$ cat src/core/adcp_pkg.sv
// Constants, types and register map of the converter sequence controller
//
// Behaviour
// - Software priority start during a normal conversion suspends it and starts priority.
// - Priority run is one fixed-channel conversion into the priority result register.
// - Permitted hardware priority trigger pre-empts a normal conversion the same way.
// - After pre-emption the sequence resumes on the suspended channel.
// - Clearing repeat finishes the current conversion, leaves repeat, clears busy.
// - Fixed single completion sets done, clears busy, pulses normal interrupt.
// - Scan single sets done, clears busy, interrupts only after last channel.
// - Fixed repeat keeps busy; done and interrupt every 1, 4 or 8 conversions.
// - Fixed repeat stores to result 0, rotates 0 to 3, or 0 to 7.
// - Scan repeat sets done and interrupts each pass while busy stays 1.
// - Priority completion pulses priority interrupt, sets priority done, clears busy.
// - Normal and priority done flags clear when software reads them.
// - Normal start from idle sets normal busy unless a priority start comes with it; priority start sets priority busy.
// - Priority conversion keeps normal busy and done values unchanged.
// - Priority start while a priority conversion runs is ignored.
package adcp_pkg;

  // ****************************************************
  // Register offsets
  // ****************************************************
  localparam logic [7:0] OFF_NMOD = 8'h00;
  localparam logic [7:0] OFF_CHSEL = 8'h04;
  localparam logic [7:0] OFF_PMOD = 8'h08;
  localparam logic [7:0] OFF_SRST = 8'h0C;
  localparam logic [7:0] OFF_STS = 8'h10;
  localparam logic [7:0] OFF_MSK = 8'h14;
  localparam logic [7:0] OFF_RES0 = 8'h20;
  localparam logic [7:0] OFF_PRES = 8'h40;

  // ****************************************************
  // Field positions
  // ****************************************************
  localparam int NM_START = 0;
  localparam int NM_SCAN = 1;
  localparam int NM_REP = 2;
  localparam int NM_ITM = 4;
  localparam int NM_BUSY = 6;
  localparam int NM_DONE = 7;
  localparam int PM_START = 4;
  localparam int PM_HWEN = 5;
  localparam int PM_BUSY = 6;
  localparam int PM_DONE = 7;
  localparam int SR_GO = 0;
  localparam int RS_OVR = 30;
  localparam int RS_RF = 31;
  localparam int IRQ_NORM = 0;
  localparam int IRQ_PRIO = 1;

  // ****************************************************
  // Counts and reset values
  // ****************************************************
  localparam logic [2:0] ITM_LIM_1 = 3'h0;
  localparam logic [2:0] ITM_LIM_4 = 3'h3;
  localparam logic [2:0] ITM_LIM_8 = 3'h7;
  localparam logic [3:0] RST_CH = 4'h0;
  localparam logic [1:0] RST_ITM = 2'h0;
  localparam logic [1:0] RST_MSK = 2'h0;
  localparam logic RST_TRIG_LVL = 1'b1;

  // ****************************************************
  // Types
  // ****************************************************
  typedef enum logic [1:0]
  {
    ST_IDLE = 2'b00,
    ST_NCONV = 2'b01,
    ST_PCONV = 2'b11
  } adcp_state_e;

  typedef struct packed
  {
    logic [7:0] addr;
    logic [31:0] wdata;
    logic we;
    logic re;
  } adcp_bus_s;

  typedef struct packed
  {
    logic done;
    logic [9:0] data;
  } adcp_core_s;

endpackage

$ cat src/core/adcp_ctrl.sv
// Converter sequence and priority controller with register port
`timescale 1ns/1ns
module adcp_ctrl
(
  input wire logic clk_i,
  input wire logic rst_b_i,
  input wire adcp_pkg::adcp_bus_s bus_i,
  output logic [31:0] rdata_o,
  input wire adcp_pkg::adcp_core_s core_i,
  input wire logic prio_trig_pin_i,
  output logic conv_start_o,
  output logic conv_abort_o,
  output logic [3:0] conv_ch_o,
  output logic normal_done_irq_o,
  output logic prio_done_irq_o,
  output logic irq_o
);
  import adcp_pkg::*;

  typedef struct packed
  {
    adcp_state_e st;
    logic scan;
    logic rep;
    logic run_rep;
    logic [1:0] itm;
    logic [3:0] ch;
    logic [3:0] pch;
    logic hw_en;
    logic nbusy;
    logic ndone;
    logic pbusy;
    logic pdone;
    logic [3:0] cur;
    logic [2:0] cnt;
    logic [1:0] sts;
    logic [1:0] msk;
    logic [7:0][9:0] res;
    logic [7:0] rf;
    logic [7:0] ovr;
    logic [9:0] pres;
    logic prf;
    logic povr;
    logic [31:0] rdata;
    logic start;
    logic abort;
    logic [3:0] conv_ch;
    logic nirq;
    logic pirq;
    logic irq;
  } adcp_ctrl_s;

  adcp_ctrl_s q;
  adcp_ctrl_s next_q;
  logic trig_fall;
  logic p_req;
  logic n_req;
  logic soft_rst;
  logic last;
  logic [2:0] lim;
  logic [2:0] ridx;

  adcp_trig_sync u_trig
  (
    .clk_i(clk_i),
    .rst_b_i(rst_b_i),
    .pin_i(prio_trig_pin_i),
    .fall_o(trig_fall)
  );

  // ****************************************************
  // Request decode
  // ****************************************************
  assign p_req = (bus_i.we && bus_i.addr == OFF_PMOD
    && bus_i.wdata[PM_START]) || (q.hw_en && trig_fall);
  assign n_req = bus_i.we && bus_i.addr == OFF_NMOD
    && bus_i.wdata[NM_START];
  assign soft_rst = bus_i.we && bus_i.addr == OFF_SRST
    && bus_i.wdata[SR_GO];
  // Scan runs from channel 0 up to the selected channel
  assign last = !q.scan || q.cur == q.ch;
  assign lim = (q.itm == 2'h1) ? ITM_LIM_4 :
    (q.itm == 2'h2) ? ITM_LIM_8 : ITM_LIM_1;
  assign ridx = (q.run_rep && !q.scan) ? q.cnt : q.cur[2:0];

  // ****************************************************
  // Next state
  // ****************************************************
  always_comb
  begin
    logic fin;
    logic ev;
    logic [31:0] rd;
    logic [2:0] ri;
    next_q = q;
    fin = 1'b0;
    ev = 1'b0;
    rd = 32'h0000_0000;
    ri = bus_i.addr[4:2];
    next_q.start = 1'b0;
    next_q.abort = 1'b0;
    next_q.nirq = 1'b0;
    next_q.pirq = 1'b0;
    // Reads first so that a hardware set in the same cycle wins
    if (bus_i.re)
    begin
      case (bus_i.addr)
        OFF_NMOD:
        begin
          rd[NM_SCAN] = q.scan;
          rd[NM_REP] = q.rep;
          rd[NM_ITM +: 2] = q.itm;
          rd[NM_BUSY] = q.nbusy;
          rd[NM_DONE] = q.ndone;
          next_q.ndone = 1'b0;
        end
        OFF_CHSEL: rd[3:0] = q.ch;
        OFF_PMOD:
        begin
          rd[3:0] = q.pch;
          rd[PM_HWEN] = q.hw_en;
          rd[PM_BUSY] = q.pbusy;
          rd[PM_DONE] = q.pdone;
          next_q.pdone = 1'b0;
        end
        OFF_STS: rd[1:0] = q.sts;
        OFF_MSK: rd[1:0] = q.msk;
        OFF_PRES:
        begin
          rd[9:0] = q.pres;
          rd[RS_OVR] = q.povr;
          rd[RS_RF] = q.prf;
          next_q.prf = 1'b0;
          next_q.povr = 1'b0;
        end
        default:
        begin
          if (bus_i.addr[7:5] == OFF_RES0[7:5] && bus_i.addr[1:0] == 2'h0)
          begin
            rd[9:0] = q.res[ri];
            rd[RS_OVR] = q.ovr[ri];
            rd[RS_RF] = q.rf[ri];
            next_q.rf[ri] = 1'b0;
            next_q.ovr[ri] = 1'b0;
          end
        end
      endcase
    end
    next_q.rdata = rd;
    if (bus_i.we)
    begin
      case (bus_i.addr)
        OFF_NMOD:
        begin
          next_q.scan = bus_i.wdata[NM_SCAN];
          next_q.rep = bus_i.wdata[NM_REP];
          next_q.itm = bus_i.wdata[NM_ITM +: 2];
        end
        OFF_CHSEL: next_q.ch = bus_i.wdata[3:0];
        OFF_PMOD:
        begin
          next_q.pch = bus_i.wdata[3:0];
          next_q.hw_en = bus_i.wdata[PM_HWEN];
        end
        OFF_STS: next_q.sts = q.sts & ~bus_i.wdata[1:0];
        OFF_MSK: next_q.msk = bus_i.wdata[1:0];
        default: ;
      endcase
    end
    case (q.st)
      ST_IDLE:
      begin
        if (p_req)
        begin
          next_q.pbusy = 1'b1;
          next_q.start = 1'b1;
          next_q.conv_ch = next_q.pch;
          next_q.st = ST_PCONV;
        end
        else if (n_req)
        begin
          next_q.nbusy = 1'b1;
          // Mode bits written with the start bit apply to this run
          next_q.run_rep = next_q.rep;
          next_q.cur = next_q.scan ? 4'h0 : q.ch;
          next_q.cnt = 3'h0;
          next_q.start = 1'b1;
          next_q.conv_ch = next_q.scan ? 4'h0 : q.ch;
          next_q.st = ST_NCONV;
        end
      end
      ST_NCONV:
      begin
        // A restart while running is refused; soft reset comes first
        if (core_i.done)
        begin
          if (q.rf[ridx])
          begin
            next_q.ovr[ridx] = 1'b1;
          end
          next_q.res[ridx] = core_i.data;
          next_q.rf[ridx] = 1'b1;
          if (q.run_rep)
          begin
            fin = !q.rep;
            if (q.scan)
            begin
              ev = last;
            end
            else
            begin
              ev = q.cnt == lim;
              next_q.cnt = ev ? 3'h0 : 3'(q.cnt + 3'h1);
            end
          end
          else
          begin
            fin = last;
            ev = last;
          end
          if (ev)
          begin
            next_q.ndone = 1'b1;
            next_q.nirq = 1'b1;
            next_q.sts[IRQ_NORM] = 1'b1;
          end
          if (fin)
          begin
            next_q.nbusy = 1'b0;
          end
          next_q.cur = (q.scan && !last) ? 4'(q.cur + 4'h1) :
            (q.scan ? 4'h0 : q.ch);
        end
        if (p_req)
        begin
          next_q.abort = !core_i.done;
          next_q.pbusy = 1'b1;
          next_q.start = 1'b1;
          next_q.conv_ch = next_q.pch;
          next_q.st = ST_PCONV;
        end
        else if (core_i.done)
        begin
          next_q.start = !fin;
          next_q.conv_ch = next_q.cur;
          next_q.st = fin ? ST_IDLE : ST_NCONV;
        end
      end
      ST_PCONV:
      begin
        // Priority requests here are dropped; normal flags are left alone
        if (core_i.done)
        begin
          next_q.povr = q.prf;
          next_q.pres = core_i.data;
          next_q.prf = 1'b1;
          next_q.pdone = 1'b1;
          next_q.pbusy = 1'b0;
          next_q.pirq = 1'b1;
          next_q.sts[IRQ_PRIO] = 1'b1;
          next_q.start = q.nbusy;
          next_q.conv_ch = q.cur;
          next_q.st = q.nbusy ? ST_NCONV : ST_IDLE;
        end
      end
      default: next_q.st = ST_IDLE;
    endcase
    if (soft_rst)
    begin
      next_q.abort = q.st != ST_IDLE;
      next_q.start = 1'b0;
      next_q.nbusy = 1'b0;
      next_q.pbusy = 1'b0;
      next_q.cnt = 3'h0;
      next_q.st = ST_IDLE;
    end
    next_q.irq = |(next_q.sts & next_q.msk);
  end

  always_ff @(posedge clk_i or negedge rst_b_i)
  begin
    if (!rst_b_i)
    begin
      q <= '0;
      q.st <= ST_IDLE;
      q.itm <= RST_ITM;
      q.ch <= RST_CH;
      q.pch <= RST_CH;
      q.msk <= RST_MSK;
    end
    else
    begin
      q <= next_q;
    end
  end

  assign rdata_o = q.rdata;
  assign conv_start_o = q.start;
  assign conv_abort_o = q.abort;
  assign conv_ch_o = q.conv_ch;
  assign normal_done_irq_o = q.nirq;
  assign prio_done_irq_o = q.pirq;
  assign irq_o = q.irq;
endmodule

$ cat src/core/adcp_trig_sync.sv
// Pin synchroniser with falling-edge pulse for the hardware trigger
`timescale 1ns/1ns
module adcp_trig_sync
(
  input wire logic clk_i,
  input wire logic rst_b_i,
  input wire logic pin_i,
  output logic fall_o
);
  import adcp_pkg::*;

  typedef struct packed
  {
    logic s1;
    logic s2;
    logic s3;
    logic lvl;
    logic fall;
  } adcp_sync_s;

  adcp_sync_s q;
  adcp_sync_s next_q;

  // ****************************************************
  // Sync chain
  // ****************************************************
  // A change counts only once the second and third stages agree
  always_comb
  begin
    next_q = q;
    next_q.s1 = pin_i;
    next_q.s2 = q.s1;
    next_q.s3 = q.s2;
    next_q.fall = 1'b0;
    if (q.s2 == q.s3)
    begin
      next_q.lvl = q.s3;
      next_q.fall = q.lvl & ~q.s3;
    end
  end

  always_ff @(posedge clk_i or negedge rst_b_i)
  begin
    if (!rst_b_i)
    begin
      q <= {RST_TRIG_LVL, RST_TRIG_LVL, RST_TRIG_LVL, RST_TRIG_LVL, 1'b0};
    end
    else
    begin
      q <= next_q;
    end
  end

  assign fall_o = q.fall;

endmodule

$ cat config.mk
export PLATFORM = sky130hd
export DESIGN_NAME = adcp_ctrl
export DESIGN_NICKNAME = d
export VERILOG_FILES = /design/src/core/adcp_pkg.sv /design/src/core/adcp_ctrl.sv /design/src/core/adcp_trig_sync.sv
export SDC_FILE = /design/constraint.sdc
export NUM_CORES = 1
export LEC_CHECK = 0
export ABC_AREA = 1
export BUFFER_PORTS_ARGS = -buffer_cell sky130_fd_sc_hd__buf_2
export CAP_MARGIN = 25
export CORE_MARGIN = 10
export CORE_UTILIZATION = 40
export CTS_BUF_LIST = sky130_fd_sc_hd__clkbuf_16
export DETAILED_ROUTE_END_ITERATION = 12
export PLACE_DENSITY = 0.56
export SETUP_SLACK_MARGIN = 0.2
export SYNTH_ARGS = -nofsm -noshare
export SYNTH_HDL_FRONTEND = slang
export SYNTH_SLANG_ARGS = --single-unit
$ cat constraint.sdc
create_clock -name clk_i -period 3.54 [get_ports clk_i]
set_clock_uncertainty 0.15 [all_clocks]
set_input_delay 0.177 -clock clk_i [delete_from_list [all_inputs] [get_ports clk_i]]
set_output_delay 0.177 -clock clk_i [all_outputs]
set_load 0.01 [all_outputs]
==> impl.org <==
** Outcome
- Run status :: completed

** Route
- Post-route antenna net violation count :: 0
- Via density :: ~5
- Summed over all layers, the routed wires come to 23,000 um.
- Routed len/inst :: 17.2 um
- Number of design rule violations left after detail routing :: 0
- Vias post-DR :: 6,706
- The detailed router finished its first iteration with 534 violations.
- DRT Pass-1 Iters :: 5

** Critical path
- Launch point of the worst path :: q[178]
- The worst setup path is of the reg2reg kind.
- Crit path cell chain :: inv_2 > nor2_8 > inv_2 > nor2_4 > inv_2 > nor2_4 > nand2_1 > nand2_1 > o21ai_1
- Most frequent CP cell :: inv_2
- R2R Setup Slk :: 1.14 ns
- In this design, the stage delay of the slowest critical-path cell is 0.54 ns.
- Type of origin of the critical path :: flop
- Critical Path Sink :: q[144]
- In this run the critical register-to-register path is launched from q[178].
- Logic depth of the worst setup path including buffers :: 9
- STA classifies the critical path endpoint as a flop.
- Data on the critical path arrives at its endpoint at approximately 2.5 ns.
- The kind of cell with the highest combined delay along the critical path is simple AND/OR/NAND/NOR gates.
- Critical-path cell with the highest stage delay :: nand2_1
- Worst EP required :: 3.68 ns
- In this run the critical register-to-register path is captured at q[144].
- The number of cells on the worst reg-to-reg path is 9.
- CP Max Fanout :: 22
- Number of buffers and inverters on the critical path :: 3

** Pwr
- Power density normalized to cell area :: 687 mW/mm^2
- Combinational cell fraction of total power :: 0.252
- Int Pwr :: 4.19 mW
- Sw power :: ~2.2 mW
- Share of power burned in registers :: 0.448
- Clock network fraction of total power :: 0.301
- Standby leakage power :: 4.58 nW
- Net switching share of the total power :: 0.347
- VDD sags by at most 0.366 mV.

** Logic synthesis
- Main flop type after synthesis :: dfrtp_1
- A synthesized cell averages between 8 and 9 sq um.
- Synth unique cells :: 47
- Number of synthesized flops with an enable pin :: 0
- Yosys printed 0 warnings.
- The cell count after synthesis came out at 1,019.
- Largest cells by area after synthesis :: dfrtp_1 48%, nand2_1 15%, o21ai_1 5.7%, buf_4 3.2%, inv_1 2.8%
- Cell with the most instances after synthesis :: nand2_1
- The biggest area contributor in the post-synthesis netlist is dfrtp_1.
- Commonest cells in the synthesized netlist :: 335 x nand2_1, 161 x dfrtp_1, 95 x o21ai_1
- Area of the mapped netlist :: 0.00834 sq mm
- Number of storage elements in the synthesis netlist :: 165
- Proportion of synthesized flip-flops having asynchronous set or reset :: 1.00
- The share of synthesized area in the top cell type comes to 0.483.
- Sequential share of the synthesized area :: 0.495

** Timing
- Highest Clock Rate :: 416 MHz
- The hold violation total from the final report was 0.
- Setup_tns :: 0 ns
- On the final layout, the worst hold slack is 0.00445 ns.
- Setup slack on the critical path of the routed design comes to 1.14 ns.
- Time the worst path needs with I/O delays and setup :: ~2.4 ns
- Setup violations remaining at the end of the flow were counted as 0.
- The worst pin sits at a relative slew slack of 0.399.
- For the pin with the worst max-slew slack, the measured transition is 0.899 ns.
- Setup repair after global routing left no endpoint under its margin.
- Number of pins with negative max-slew slack in the final report :: 0
- Post-route fraction of the period consumed by the critical path :: 0.679

** Die
- Area of the die :: 0.0270 sq mm
- The die is 164 um tall.
- Pin placement for this block handled 97 I/O pins.
- The floorplan step set the die width to approximately 160 um.
- Row generation in the floorplan step produced 52 rows.
- After floorplanning, the core was sized to cover about 0.020 sq mm.
- Starting utilization of the core area :: 0.410

** Clocking
- Once the clock tree was built, the resizer swapped 0 gates to a different size.
- The clock reaches the later pin of the worst-skew pair after approximately 0.44 ns.
- Root buffer selected by CTS :: clkbuf_16
- For this design, the sink count on the clock tree is 165.
- In this run, CTS created clock tree buffers numbering 17.
- The H-tree generated during clock tree synthesis spans 4 levels.
- Deepest clock path buffer count :: 2
- TritonCTS built the clock tree.
- Clk slew on worst S/H paths :: 0.07 ns

** Global route
- The number of global-route vias before repair is 6,724.
- Entering global routing, the biggest net connects 67 pins.
- Wire length of the first global-routing pass :: 37,000 um
- In the global route stage, overall resource usage came out at 0.175.
- After global routing the overflow that remains totals 0.
- Initial antenna violation count :: 0

** Finish
- The number of antenna diodes in the final layout is 0.
- In the final layout, the share of cells above drive strength 1 is 0.141.
- Area growth, synth to finish :: 12.1%
- After the last flow step, the layout net total stands at 1,114.

** Min path
- Path category of the worst min-delay check :: in2reg

** Placement
- Prior to clock tree synthesis, the placed netlist has a worst setup slack of approximately 1.1 ns.
- Detailed placement finished with a half-perimeter wire length of 15,500 um.
- Number of I/O port buffers :: 50
- Final GP Congestion :: 0.881

** Job
- Max capacitance violation total :: 0
==> how the worst min path moves through the flow <==
stage / startpoint / endpoint / slack (ns) / cells after the start
after floorplan: rst_b_i / conv_abort_o / -0.27 / 0
after global placement: rst_b_i / q[110] / 0.02 / 1
after detailed placement: rst_b_i / q[110] / 0.03 / 1
after CTS: core_i[9] / q[78] / 0.003 / 3
after global routing: core_i[2] / q[121] / 0.03 / 3
final: core_i[9] / q[128] / 0.004 / 3
==> repair_timing <==
action                                 in CTS  in global routing
hold buffers                               13                  0
setup buffers                               0                  0
endpoints found under the hold margin      82                  0
==> cells by family after synthesis <==
kind of cell	Yosys count	share of synthesized area
other	1	0.000449
buffers and inverters	149	0.0907
XOR/XNOR	3	0.00315
AO/OA/AOI/OAI	210	0.141
flip-flops	165	0.495
AND/OR/NAND/NOR	486	0.263
multiplexers	1	0.00135
adder cells (fa/ha/maj)	4	0.00570
==> routing by layer <==
metal / global-route usage / share of wire / routed length [um]
met1: 0.245 / 0.48 / 11100
met4: 0.0503 / 0.013 / 293
met5: 0 / 0 / 0
met2: 0.270 / 0.45 / 10400
met3: 0.0319 / 0.050 / 1160
==> worst reg2reg max path, stage by stage, from the launching register on <==
cell	delay [ns]
dfrtp_1	0.45
inv_2	0.15
nor2_8	0.17
inv_2	0.12
nor2_4	0.13
inv_2	0.11
nor2_4	0.13
nand2_1	0.54
nand2_1	0.21
o21ai_1	0.09
==> power groups by stage <==
stage | Combinational (mW) | Clock, mW | Sequential (mW)
floorplan | 1.31 | 0 | 2.78
global placement | 1.58 | 0 | 2.89
detailed placement | 1.61 | 0 | 2.89
CTS | 1.62 | 1.96 | 2.87
global route | 1.89 | 2.02 | 2.95
finish | 1.62 | 1.93 | 2.88
==> cell type report <==
cell class	instances	area, sq um
timing repair buffer	71	467
clock inverter	15	178
sequential	165	4130
inverter	76	289
fill	2070	11000
clock buffer	17	425
tap	270	338
multi-input combinational	724	3520
==> cell usage in the layout, fill, tap and decap left out, types with 6 or more instances in the layout <==
cell / n
nand2_1: 335
dfrtp_1: 161
o21ai_1: 95
inv_1: 63
buf_2: 49
nor2_1: 47
o21ai_0: 45
nand3_1: 43
a21oi_1: 27
conb_1: 20
clkbuf_16: 17
nand2_2: 14
dlygate4sd3_1: 13
a41oi_1: 12
inv_2: 11
a22oi_1: 10
nand4_1: 9
nor3_1: 7
a31oi_1: 7
nor2_8: 6
nor2_4: 6
buf_4: 6
==> sequential cells by signal, summed over array words and instances, names as in the netlist <==
name / cells
prio_done_irq_o: 1
irq_o: 1
u_trig.next_q: 2
u_trig.fall_o: 1
normal_done_irq_o: 1
u_trig.q: 2
conv_abort_o: 1
conv_start_o: 1
rdata_o: 12
q: 139
conv_ch_o: 4
==> stage by stage <==
stage / cells / area [sq um] / total power, mW / util
floorplan: 1038 / 8420 / 4.09 / -
global placement: 1292 / 8610 / 4.47 / 0.423
detailed placement: 1292 / 8610 / 4.51 / 0.423
CTS: 1337 / 9340 / 6.45 / 0.459
global route: 1338 / 9360 / 6.86 / 0.459
finish: 1338 / 9360 / 6.42 / 0.459
Note: power is estimated with default switching activity, not from simulation.
